===== src/rtl/mfo_pkg.sv =====
// package for the multifunction output selector
package mfo_pkg;
    localparam int NUM_OUT = 3;
    localparam int CODE_W = 9;
    localparam int NUM_SRC = 15;

    // function codes, low eight bits; bit 8 inverts
    localparam logic [7:0] FN_WAIT_RUN = 8'h50;
    localparam logic [7:0] FN_SEQ1 = 8'h51;
    localparam logic [7:0] FN_SEQ2 = 8'h52;
    localparam logic [7:0] FN_SEQ3 = 8'h53;
    localparam logic [7:0] FN_SEQ4 = 8'h54;
    localparam logic [7:0] FN_UNDERLOAD = 8'h58;
    localparam logic [7:0] FN_FAN_ALARM = 8'h60;
    localparam logic [7:0] FN_LOOP2_LOW = 8'h71;
    localparam logic [7:0] FN_LOOP2_HIGH = 8'h72;
    localparam logic [7:0] FN_BYP_DRIVE = 8'hA4;
    localparam logic [7:0] FN_BYP_LINE = 8'hA5;
    localparam logic [7:0] FN_BYP_DAMPER = 8'hA6;
    localparam logic [7:0] FN_KEY_TOGGLE = 8'hA9;
    localparam logic [7:0] FN_INTERLOCK = 8'hB2;
    localparam int INV_BIT = 8;

    // register byte addresses
    localparam logic [7:0] ADDR_FSEL0 = 8'h00;
    localparam logic [7:0] ADDR_FSEL1 = 8'h04;
    localparam logic [7:0] ADDR_FSEL2 = 8'h08;
    localparam logic [7:0] ADDR_OUT = 8'h0C;
    localparam logic [7:0] ADDR_STATUS = 8'h10;
    localparam logic [7:0] ADDR_MASK = 8'h14;
    localparam logic [7:0] ADDR_KEYSEL = 8'h18;

    localparam logic [CODE_W-1:0] FSEL_RST = 9'h0FF;
    localparam logic [NUM_OUT-1:0] MASK_RST = 3'h0;
    localparam logic [NUM_OUT-1:0] KEYSEL_RST = 3'h0;
    localparam logic [1:0] RESP_OKAY = 2'h0;
    localparam logic [1:0] RESP_SLVERR = 2'h2;
endpackage : mfo_pkg


===== src/rtl/mfo_output_selector.sv =====
// multifunction digital output selector with AXI4-Lite registers
//
// Overview of operation
// - code 50 closes output while a run command waits for run delay time
// - codes 51 to 54 close output while sequence timer 1 to 4 active
// - code 58 closes output while underload flag is set
// - code 60 closes output while cooling fan alarm present
// - code 71 closes output while secondary loop feedback low
// - code 72 closes output while secondary loop feedback high
// - code A4 closes output while drive powered and running the motor
// - code A5 closes output while line feeds motor directly in bypass
// - code A6 closes output as bypass option damper actuation
// - code A9 toggles output at each press of the assigned key
// - code B2 closes while running; preheat only with run command
// - codes 100 to 1B2 select the same condition, inverted
//
// The AXI4-Lite slave port and the address map are this design's own decisions.
`timescale 1ns/1ps
module mfo_output_selector (
    // clock and reset
    input wire logic sys_clk,
    input wire logic rst_n,
    // axi4-lite write address
    input wire logic [7:0] s_axi_awaddr,
    input wire logic s_axi_awvalid,
    output logic s_axi_awready,
    // axi4-lite write data
    input wire logic [31:0] s_axi_wdata,
    input wire logic [3:0] s_axi_wstrb,
    input wire logic s_axi_wvalid,
    output logic s_axi_wready,
    // axi4-lite write response
    output logic [1:0] s_axi_bresp,
    output logic s_axi_bvalid,
    input wire logic s_axi_bready,
    // axi4-lite read address
    input wire logic [7:0] s_axi_araddr,
    input wire logic s_axi_arvalid,
    output logic s_axi_arready,
    // axi4-lite read data
    output logic [31:0] s_axi_rdata,
    output logic [1:0] s_axi_rresp,
    output logic s_axi_rvalid,
    input wire logic s_axi_rready,
    // status flags from the drive
    input wire logic runWaitDelay,
    input wire logic [3:0] seqTimerActive,
    input wire logic underloadFlag,
    input wire logic fanAlarm,
    input wire logic secondaryLoopLow,
    input wire logic secondaryLoopHigh,
    input wire logic bypassOptionDriveRelay,
    input wire logic bypassOptionLineRelay,
    input wire logic buildingAutomationInterlock,
    input wire logic driveRunning,
    input wire logic motorPreheat,
    input wire logic runCommand,
    // operator keys, one-cycle press pulses
    input wire logic operatorFunctionKeyOne,
    input wire logic operatorFunctionKeyTwo,
    // relay outputs and interrupt
    output logic [2:0] relayOut,
    output logic irq
);

    localparam int N = mfo_pkg::NUM_OUT;

    logic [mfo_pkg::CODE_W-1:0] fsel_ff [N];
    logic [N-1:0] keySel_ff;
    logic [N-1:0] toggle_ff;
    logic [N-1:0] relay_ff;
    logic [N-1:0] nxt_relay;
    logic [N-1:0] status_ff;
    logic [N-1:0] mask_ff;

    // selects the status condition for one function code
    function automatic logic pick(input logic [7:0] code, input logic tog);
        logic v;
        v = 1'b0;
        case (code)
            mfo_pkg::FN_WAIT_RUN: v = runWaitDelay;
            mfo_pkg::FN_SEQ1: v = seqTimerActive[0];
            mfo_pkg::FN_SEQ2: v = seqTimerActive[1];
            mfo_pkg::FN_SEQ3: v = seqTimerActive[2];
            mfo_pkg::FN_SEQ4: v = seqTimerActive[3];
            mfo_pkg::FN_UNDERLOAD: v = underloadFlag;
            mfo_pkg::FN_FAN_ALARM: v = fanAlarm;
            mfo_pkg::FN_LOOP2_LOW: v = secondaryLoopLow;
            mfo_pkg::FN_LOOP2_HIGH: v = secondaryLoopHigh;
            mfo_pkg::FN_BYP_DRIVE: v = bypassOptionDriveRelay;
            mfo_pkg::FN_BYP_LINE: v = bypassOptionLineRelay;
            mfo_pkg::FN_BYP_DAMPER: v = buildingAutomationInterlock;
            mfo_pkg::FN_KEY_TOGGLE: v = tog;
            mfo_pkg::FN_INTERLOCK: v = driveRunning && (!motorPreheat || runCommand);
            default: v = 1'b0;
        endcase
        return v;
    endfunction : pick

    // byte address of the register word that an address falls in
    function automatic logic [7:0] wordAddr(input logic [7:0] addr);
        return {addr[7:2], 2'h0};
    endfunction : wordAddr

    // key press seen by each output: key one when its keySel bit is 0, key two otherwise
    logic [N-1:0] keyHit;
    always_comb begin
        for (int i = 0; i < N; i++) begin
            keyHit[i] = keySel_ff[i] ? operatorFunctionKeyTwo : operatorFunctionKeyOne;
        end
    end

    // low code and inverse bit of each output's function select
    logic [7:0] fnCode [N];
    logic [N-1:0] fnInv;
    always_comb begin
        for (int i = 0; i < N; i++) begin
            fnCode[i] = fsel_ff[i][7:0];
            fnInv[i] = fsel_ff[i][mfo_pkg::INV_BIT];
        end
    end

    // toggles run whatever code is selected, so choosing A9 shows the current state
    always_ff @(posedge sys_clk or negedge rst_n) begin
        if (!rst_n) begin
            toggle_ff <= '0;
        end else begin
            for (int i = 0; i < N; i++) begin
                if (keyHit[i]) begin
                    toggle_ff[i] <= !toggle_ff[i];
                end
            end
        end
    end

    always_comb begin
        for (int i = 0; i < N; i++) begin
            nxt_relay[i] = pick(fnCode[i], toggle_ff[i]) ^ fnInv[i];
        end
    end

    always_ff @(posedge sys_clk or negedge rst_n) begin
        if (!rst_n) begin
            relay_ff <= '0;
        end else begin
            relay_ff <= nxt_relay;
        end
    end

    assign relayOut = relay_ff;

    // ---- axi4-lite write path ----
    logic awHeld_ff;
    logic wHeld_ff;
    logic [7:0] awAddr_ff;
    logic [31:0] wData_ff;
    logic [3:0] wStrb_ff;
    logic bValid_ff;
    logic [1:0] bResp_ff;
    logic doWrite;
    logic awTake;
    logic wTake;

    assign s_axi_awready = !awHeld_ff && !bValid_ff;
    assign s_axi_wready = !wHeld_ff && !bValid_ff;
    assign awTake = s_axi_awvalid && s_axi_awready;
    assign wTake = s_axi_wvalid && s_axi_wready;
    assign doWrite = awHeld_ff && wHeld_ff && !bValid_ff;

    // address and data are held apart, so either may be taken first
    always_ff @(posedge sys_clk or negedge rst_n) begin
        if (!rst_n) begin
            awHeld_ff <= 1'b0;
            awAddr_ff <= 8'h00;
        end else if (awTake) begin
            awHeld_ff <= 1'b1;
            awAddr_ff <= s_axi_awaddr;
        end else if (doWrite) begin
            awHeld_ff <= 1'b0;
        end
    end

    always_ff @(posedge sys_clk or negedge rst_n) begin
        if (!rst_n) begin
            wHeld_ff <= 1'b0;
            wData_ff <= 32'h0000_0000;
            wStrb_ff <= 4'h0;
        end else if (wTake) begin
            wHeld_ff <= 1'b1;
            wData_ff <= s_axi_wdata;
            wStrb_ff <= s_axi_wstrb;
        end else if (doWrite) begin
            wHeld_ff <= 1'b0;
        end
    end

    logic wrAddrOk;
    always_comb begin
        unique case (wordAddr(awAddr_ff))
            mfo_pkg::ADDR_FSEL0, mfo_pkg::ADDR_FSEL1, mfo_pkg::ADDR_FSEL2,
            mfo_pkg::ADDR_STATUS, mfo_pkg::ADDR_MASK, mfo_pkg::ADDR_KEYSEL: wrAddrOk = 1'b1;
            default: wrAddrOk = 1'b0;
        endcase
    end

    always_ff @(posedge sys_clk or negedge rst_n) begin
        if (!rst_n) begin
            bValid_ff <= 1'b0;
        end else if (doWrite) begin
            bValid_ff <= 1'b1;
        end else if (s_axi_bready) begin
            bValid_ff <= 1'b0;
        end
    end

    always_ff @(posedge sys_clk or negedge rst_n) begin
        if (!rst_n) begin
            bResp_ff <= mfo_pkg::RESP_OKAY;
        end else if (doWrite) begin
            bResp_ff <= wrAddrOk ? mfo_pkg::RESP_OKAY : mfo_pkg::RESP_SLVERR;
        end
    end

    assign s_axi_bvalid = bValid_ff;
    assign s_axi_bresp = bResp_ff;

    // write strobes for each register except the read-only output word, high in the cycle the write lands
    logic [N-1:0] wrFsel;
    logic wrMask;
    logic wrKeySel;
    logic wrStatus;

    always_comb begin
        for (int i = 0; i < N; i++) begin
            wrFsel[i] = doWrite && wordAddr(awAddr_ff) == 8'(i * 4);
        end
        wrMask = doWrite && wordAddr(awAddr_ff) == mfo_pkg::ADDR_MASK;
        wrKeySel = doWrite && wordAddr(awAddr_ff) == mfo_pkg::ADDR_KEYSEL;
        wrStatus = doWrite && wordAddr(awAddr_ff) == mfo_pkg::ADDR_STATUS;
    end

    // function selects; byte lane 1 carries the inverse bit
    always_ff @(posedge sys_clk or negedge rst_n) begin
        if (!rst_n) begin
            for (int i = 0; i < N; i++) begin
                fsel_ff[i] <= mfo_pkg::FSEL_RST;
            end
        end else begin
            for (int i = 0; i < N; i++) begin
                if (wrFsel[i] && wStrb_ff[0]) begin
                    fsel_ff[i][7:0] <= wData_ff[7:0];
                end
                if (wrFsel[i] && wStrb_ff[1]) begin
                    fsel_ff[i][mfo_pkg::INV_BIT] <= wData_ff[8];
                end
            end
        end
    end

    always_ff @(posedge sys_clk or negedge rst_n) begin
        if (!rst_n) begin
            mask_ff <= mfo_pkg::MASK_RST;
        end else if (wrMask && wStrb_ff[0]) begin
            mask_ff <= wData_ff[N-1:0];
        end
    end

    always_ff @(posedge sys_clk or negedge rst_n) begin
        if (!rst_n) begin
            keySel_ff <= mfo_pkg::KEYSEL_RST;
        end else if (wrKeySel && wStrb_ff[0]) begin
            keySel_ff <= wData_ff[N-1:0];
        end
    end

    // a change of an output is the event behind its sticky status bit
    logic [N-1:0] stsSet;
    assign stsSet = nxt_relay ^ relay_ff;

    // sticky change events per output; set wins over write-one-to-clear
    logic [N-1:0] stsClr;
    assign stsClr = (wrStatus && wStrb_ff[0]) ? wData_ff[N-1:0] : '0;

    always_ff @(posedge sys_clk or negedge rst_n) begin
        if (!rst_n) begin
            status_ff <= '0;
        end else begin
            status_ff <= (status_ff & ~stsClr) | stsSet;
        end
    end

    assign irq = |(status_ff & mask_ff);

    // ---- axi4-lite read path ----
    logic rValid_ff;
    logic [31:0] rData_ff;
    logic [1:0] rResp_ff;
    logic [31:0] rdMux;
    logic rdOk;

    assign s_axi_arready = !rValid_ff;

    always_comb begin
        rdMux = 32'h0000_0000;
        rdOk = 1'b1;
        unique case (wordAddr(s_axi_araddr))
            mfo_pkg::ADDR_FSEL0: rdMux[8:0] = fsel_ff[0];
            mfo_pkg::ADDR_FSEL1: rdMux[8:0] = fsel_ff[1];
            mfo_pkg::ADDR_FSEL2: rdMux[8:0] = fsel_ff[2];
            mfo_pkg::ADDR_OUT: rdMux[N-1:0] = relay_ff;
            mfo_pkg::ADDR_STATUS: rdMux[N-1:0] = status_ff;
            mfo_pkg::ADDR_MASK: rdMux[N-1:0] = mask_ff;
            mfo_pkg::ADDR_KEYSEL: rdMux[N-1:0] = keySel_ff;
            default: rdOk = 1'b0;
        endcase
    end

    logic doRead;
    assign doRead = s_axi_arvalid && s_axi_arready;

    always_ff @(posedge sys_clk or negedge rst_n) begin
        if (!rst_n) begin
            rValid_ff <= 1'b0;
        end else if (doRead) begin
            rValid_ff <= 1'b1;
        end else if (s_axi_rready) begin
            rValid_ff <= 1'b0;
        end
    end

    // data and response are caught with the address and stand while rvalid is high
    always_ff @(posedge sys_clk or negedge rst_n) begin
        if (!rst_n) begin
            rData_ff <= 32'h0000_0000;
            rResp_ff <= mfo_pkg::RESP_OKAY;
        end else if (doRead) begin
            rData_ff <= rdMux;
            rResp_ff <= rdOk ? mfo_pkg::RESP_OKAY : mfo_pkg::RESP_SLVERR;
        end
    end

    assign s_axi_rvalid = rValid_ff;
    assign s_axi_rdata = rData_ff;
    assign s_axi_rresp = rResp_ff;

endmodule : mfo_output_selector


===== config.mk =====
export PLATFORM = sky130hd
export DESIGN_NAME = mfo_output_selector
export DESIGN_NICKNAME = d
export VERILOG_FILES = /design/src/rtl/mfo_pkg.sv /design/src/rtl/mfo_output_selector.sv
export SDC_FILE = /design/constraint.sdc
export NUM_CORES = 1
export LEC_CHECK = 0
export BUFFER_PORTS_ARGS = -buffer_cell sky130_fd_sc_hd__buf_2
export CORE_MARGIN = 2
export CORE_UTILIZATION = 35
export CTS_CLUSTER_SIZE = 30
export DETAILED_ROUTE_END_ITERATION = 8
export GPL_TIMING_DRIVEN = 0
export HOLD_SLACK_MARGIN = 0.03
export PLACE_DENSITY = 0.56
export SLEW_MARGIN = 10
export SYNTH_ARGS = -nofsm -noshare
export SYNTH_HDL_FRONTEND = slang
export SYNTH_SLANG_ARGS = --single-unit

===== constraint.sdc =====
create_clock -name sys_clk -period 1.8 [get_ports sys_clk]
set_clock_uncertainty 0.1 [all_clocks]
set_input_delay 0.09 -clock sys_clk [delete_from_list [all_inputs] [get_ports sys_clk]]
set_output_delay 0.09 -clock sys_clk [all_outputs]
set_load 0.02 [all_outputs]

After elaboration in Yosys (flattened, before gate mapping):

Cells that the tools add are included.

* RAM bits: 0
* bits of input ports: 76
* output and inout port bits: 45
* memories kept: 0
* bits in registers: 78
* bits in latches: 0
* bits in read-only memories: 0

* multipliers: 0
* shifts and indexed selects: 0
* divide/modulo/power cells: 0
* muxes and demuxes: 20
* equality and inequality tests: 53
* add/sub/neg operators: 0
* $lt $le $gt $ge: 0
* reduce and logical (&&, ||, !) cells: 41
* bitwise logic cells: 8

Operators with widths (number)
* $eq 8x7->1 const B: 27
* $eq 8x8->1 const B: 15
* $pmux 1 s14: 3
* $eq 6x3->1 const B: 6
* $logic_and 1x1->1: 23
* $pmux 3 s7: 1
* $eq 6x2->1 const B: 3
* $pmux 6 s3: 1
* $eq 6x1->1 const B: 2
* $logic_not 6->1: 2
* $mux 1: 12
* $logic_not 1->1: 8
* $reduce_bool 2->1: 4
* $reduce_or 7->1: 1
* $and 3x3->3: 2
* $reduce_or 6->1: 1
* $mux 2: 2
* $mux 3: 1
* $not 3->3: 1
* $or 3x3->3: 1
* $reduce_or 3->1: 1
* $xor 1x1->1: 3
* $xor 3x3->3: 1
* $logic_or 1x1->1: 1

Depth between registers and ports, before layout:

* word-level depth: 8
* gate-level depth with buffers: 7
* gate-level depth less buffers: 6

Worst setup path before layout:

Ideal clock, no wire load.

* path kind: reg-to-reg
* start point: register fsel_ff (netlist bit fnCode[8])
* end point: register status_ff[1]
* stages on the path, launching flop included: 8
* arrival: 1.782 ns
* data required time: 1.580 ns
* path buffers: 1
* period minus slack after synthesis: 2.002 ns
* setup slack: -0.202 ns
* cells stage by stage: dfstp_2 -> buf_6 -> mux4_2 -> nand4b_1 -> nand3_2 -> nor4_4 -> xnor2_1 -> nand2_1

* longest elaborated chain between the ends: 5

Ends and longest elaborated chain
* from (decl): RTL line mfo_output_selector.sv:68 `logic [mfo_pkg::CODE_W-1:0] fsel_ff [N];`
* from (signal, indexed assignment): RTL line mfo_output_selector.sv:246 `fsel_ff[i] <= mfo_pkg::FSEL_RST;`
* from (signal, indexed assignment): RTL line mfo_output_selector.sv:251 `fsel_ff[i][7:0] <= wData_ff[7:0];`
* from (signal, indexed assignment): RTL line mfo_output_selector.sv:254 `fsel_ff[i][mfo_pkg::INV_BIT] <= wData_ff[8];`
* $eq 8x8->1 or $eq 8x7->1 (tied branches): RTL line mfo_output_selector.sv:80 `case (code)`
* $pmux 1 s14 *: RTL line mfo_output_selector.sv:80
* $xor 1x1->1 *: RTL line mfo_output_selector.sv:138 `nxt_relay[i] = pick(fnCode[i], toggle_ff[i]) ^ fnInv[i];`
* $xor 3x3->3 *: RTL line mfo_output_selector.sv:278 `assign stsSet = nxt_relay ^ relay_ff;`
* $or 3x3->3 *: RTL line mfo_output_selector.sv:288 `status_ff <= (status_ff & ~stsClr) | stsSet;`
* to (signal assigned): RTL line mfo_output_selector.sv:288
* to (decl): RTL line mfo_output_selector.sv:73 `logic [N-1:0] status_ff;`

Every way passes the cells marked *; elsewhere a longest branch is shown, timed or not.
A chain may end at the register's enable or synchronous reset.

Worst setup path in the final report:

Same ends and word-level chain as after synthesis.

==> qor.txt <==
PLACEMENT
------------------------------------------------------------------------------------------
Detailed placement HPWL                                                            7.82 mm
Cells after DPL                                                                        598
IO Port Bufs                                                                            64
Placer Congestion                                                                    0.824

WORST SETUP PATH
------------------------------------------------------------------------------------------
Crit-path cells                                                               mux4_2, nand4b_1, nand3_2, nor4_4, xnor2_1, nand2_1
Crit Reg-Reg Endpoint                                                         status_ff[1]$_DFF_PN0_
Largest incremental delay on the critical path                                      600 ps
Arrival @ worst endpoint                                                           2160 ps
CP delay by family, top                                                         flip-flops
Critical path origin                                                          fnCode[8]$_DFFE_PN1P_
Classification of the worst setup path                                        register to register
Type of element launching the critical path                                       register
R2R depth                                                                                6
Critical Path Stages                                                                     6
Critical path capture point                                                   status_ff[1]$_DFF_PN0_
Critical path buffer and inverter count                                                  0
Setup slack of the worst register-to-register path                                 -250 ps
Max FO, Critical Path                                                                    4
Data required time of the critical path                                            1920 ps
Critical-path cell with the highest stage delay                                    dfstp_2
Worst r2r src                                                                 fnCode[8]$_DFFE_PN1P_
Endpoint kind of the worst setup timing path                                      register

CLOCK TREE
------------------------------------------------------------------------------------------
Master cell of the clock root buffer                                             clkbuf_16
CTS tree                                                                               yes
H-tree lvl count                                                                         3
Clk pin slew, worst setup/hold paths                                                 60 ps
CTS Buf Count                                                                            9
Worst-case clock buffer depth                                                            2
# clock sinks                                                                           74
Clock latency reported for the late side of the worst-skew pair                     340 ps

FLOORPLANNING
------------------------------------------------------------------------------------------
Core area                                                                       11500 um^2
Row cnt                                                                                 39
Effective utilization at floorplan                                                   36.0%
Die Y                                                                               113 um
Num ports                                                                              121
Die W                                                                               113 um
Overall die area                                                                12700 um^2

GLOBAL ROUTING
------------------------------------------------------------------------------------------
Largest net degree at the start of global routing                                       61
Overflow left after global routing                                                       0
Initial antenna violation count                                                          0
Vias in the first global route                                                        3327
GRT Overall Usage                                                                    17.6%
First-pass GRT wire length                                                         17.5 mm

JOB
------------------------------------------------------------------------------------------
MaxCap Viol Count                                                                        0

LAYOUT
------------------------------------------------------------------------------------------
N_diodes                                                                                 0
Signed area change from the synthesized netlist to the final layout                  40.0%
Multi-input gate area                                                            2340 um^2
Area taken by flip-flops and latches                                             1880 um^2
Layout cells sized above 1                                                           40.9%
Layout Utilization                                                                   50.4%
Number of standard cells in the final layout excluding fillers                         657
NumNets Final                                                                          585
Number of filler cells placed in the layout                                           1004

STA
------------------------------------------------------------------------------------------
Peak clock frequency supported by timing                                           489 MHz
Period Utilization, post-route                                                        114%
Hold Worst Slack                                                                   57.1 ps
Unrepaired setup endpoints after global routing                                        yes
Number of setup violations in the final report                                          11
Final min period                                                                   2050 ps
Worst slew pin tran                                                                 524 ps
Final hold violation count                                                               0
Crit path setup slack, layout                                                      -246 ps
Slew headroom                                                                        65.1%
Number of pins with negative max-slew slack in the final report                          0

SYNTH
------------------------------------------------------------------------------------------
Mux contribution to synthesized area                                                 19.5%
Synthesized flop and latch total                                                        74
Yosys cell types                                                                        57
Post-synthesis instance area                                                     4130 um^2
Share of async-settable or async-resettable flops after synthesis                     100%
Commonest cells in the netlist                                                50 x dfrtp_1, 49 x mux2_1, 25 x buf_4, 25 x nand2_1, 24 x dfstp_2
Leading cell type by number of instances after synthesis                           dfrtp_1
Post-synth top flop                                                                dfrtp_1
Share of synthesized cell area in full adder, half adder and majority cells             0%
Number of enable flip-flop cells after synthesis                                         0
Largest cells by area after synthesis                                         dfrtp_1 30%, dfstp_2 15%, mux2_1 13%
Area share of the leading cell type in the synthesized netlist                       30.3%
Sequential element share of the synthesized area                                     45.6%
Post-synthesis share of cell area spent on xor and xnor gates                        2.12%
Combinational family with the most area after synthesis                       multiplexers
Post-Syn Area per Cell                                                           11.3 um^2
Post-synthesis instance total                                                          366
Synthesis Warnings                                                                       0
Area leader, netlist                                                               dfrtp_1
Complex-gate fraction of the synthesized area                                        8.70%
Post-synthesis share of cell area spent on and, or, nand and nor gates               17.5%

ROUTE
------------------------------------------------------------------------------------------
Via density per instance                                                              5.12
Via Count                                                                             3363
Post-route ant nets                                                                      0
Initial detailed-routing violation count                                               150
DRC errors left                                                                          0
Routed wire length                                                                 11.0 mm
Avg WL per Cell                                                                    16.8 um
Total iterations of the first detailed-routing run                                       4

POWER AND IR DROP
------------------------------------------------------------------------------------------
Total chip power                                                                 0.00806 W
Pwr Density                                                                   1400 nW/um^2
Leakage dissipation                                                                2.64 nW
Highest ir drop seen on vdd                                                       0.887 mV

OUTCOME
------------------------------------------------------------------------------------------
Run status                                                                    finished, violations left
Violations in the final reports                                               negative setup slack

MIN PATH
------------------------------------------------------------------------------------------
Hold/Removal Path Class                                                       input pin to async pin

-- worst min path at each step --
stage                       from                        to  slack (ps)  cells past startpoint
finish                     rst_n   wData_ff[4]$_DFFE_PN0P_          60                      2
floorplan                  rst_n  awAddr_ff[2]$_DFFE_PN0P_        -310                      0
global route               rst_n   wData_ff[4]$_DFFE_PN0P_          90                      2
detailed placement         rst_n   wData_ff[4]$_DFFE_PN0P_        -130                      1
CTS                        rst_n   wData_ff[4]$_DFFE_PN0P_          60                      2
global placement    s_axi_bready  s_axi_bvalid$_DFFE_PN0P_         170                      2
-- flip-flops by register name, summed over array words and instances (netlist names), 2 cells and up --
signal	cells
fnCode	24
s_axi_rdata	9
wData_ff	9
awAddr_ff	6
fnInv	3
keySel_ff	3
mask_ff	3
relayOut	3
status_ff	3
toggle_ff	3
wStrb_ff	2
-- through the flow --
stage	area, um^2	setup TNS (ps)	worst slack (ps)
floorplan	4230	-406	-82.2
global placement	4730	-6500	-468
detailed placement	4760	-7660	-467
CTS	5560	-481	-252
global route	5780	-2030	-313
finish	5780	-752	-246
-- area by class of cell --
type                    count  area share (%)
flip-flops and latches     74            32.6
inverters                   5           0.325
clock buffers              11            4.20
well taps                 143            3.10
plain buffers              35            4.40
clock inverters             5            1.08
multi-input cells         272            40.4
repair buffers            112            13.9
-- metal layers --
layer  track usage [%]  up-vias  wire length (um)  part of all wire (%)
met5                 0        -                 0                     0
met1              24.1     1629              5030                    45
li1                  -     1589                 -                     -
met2              27.0      126              5080                    46
met3              3.24       19               640                   5.8
met4              8.05        0               297                   2.7
-- what timing repair did --
action                                  4_1_cts  5_1_grt
pin swaps                                     9       15
resized for setup                            24       44
setup buffers                                16        6
endpoints found under the setup margin       39       45
hold buffers                                 25        0
endpoints found under the hold margin        77        0
-- logic make-up after synthesis --
kind of cell | after synthesis
AO/OA/AOI/OAI | 54
multiplexers | 69
other | 1
flip-flops | 74
AND/OR/NAND/NOR | 114
XOR/XNOR | 10
buffers and inverters | 44
-- cell usage in the layout, fill, tap and decap left out, drive strengths merged, types with 5 or more instances in the layout --
cell,n
nor3,5
a21oi,14
clkbuf,18
xnor2,8
nand3b,6
nor3b,6
mux2i,14
nor2,16
and3b,5
nor2b,9
nand3,8
buf,115
mux2,51
nor4bb,7
dfstp,24
conb,25
nand2,25
dlygate4sd3,25
nand4b,5
o21ai,13
dfrtp,50
inv,6
a22o,10
-- power by group --
| part | switching, W | internal, W | leakage, nW |
|---|---|---|---|
| registers | 0.000929 | 0.00245 | 0.870 |
| clock network | 0.000715 | 0.00112 | 0.142 |
| logic | 0.00127 | 0.00158 | 1.63 |
Note: power is estimated with default switching activity, not from simulation.
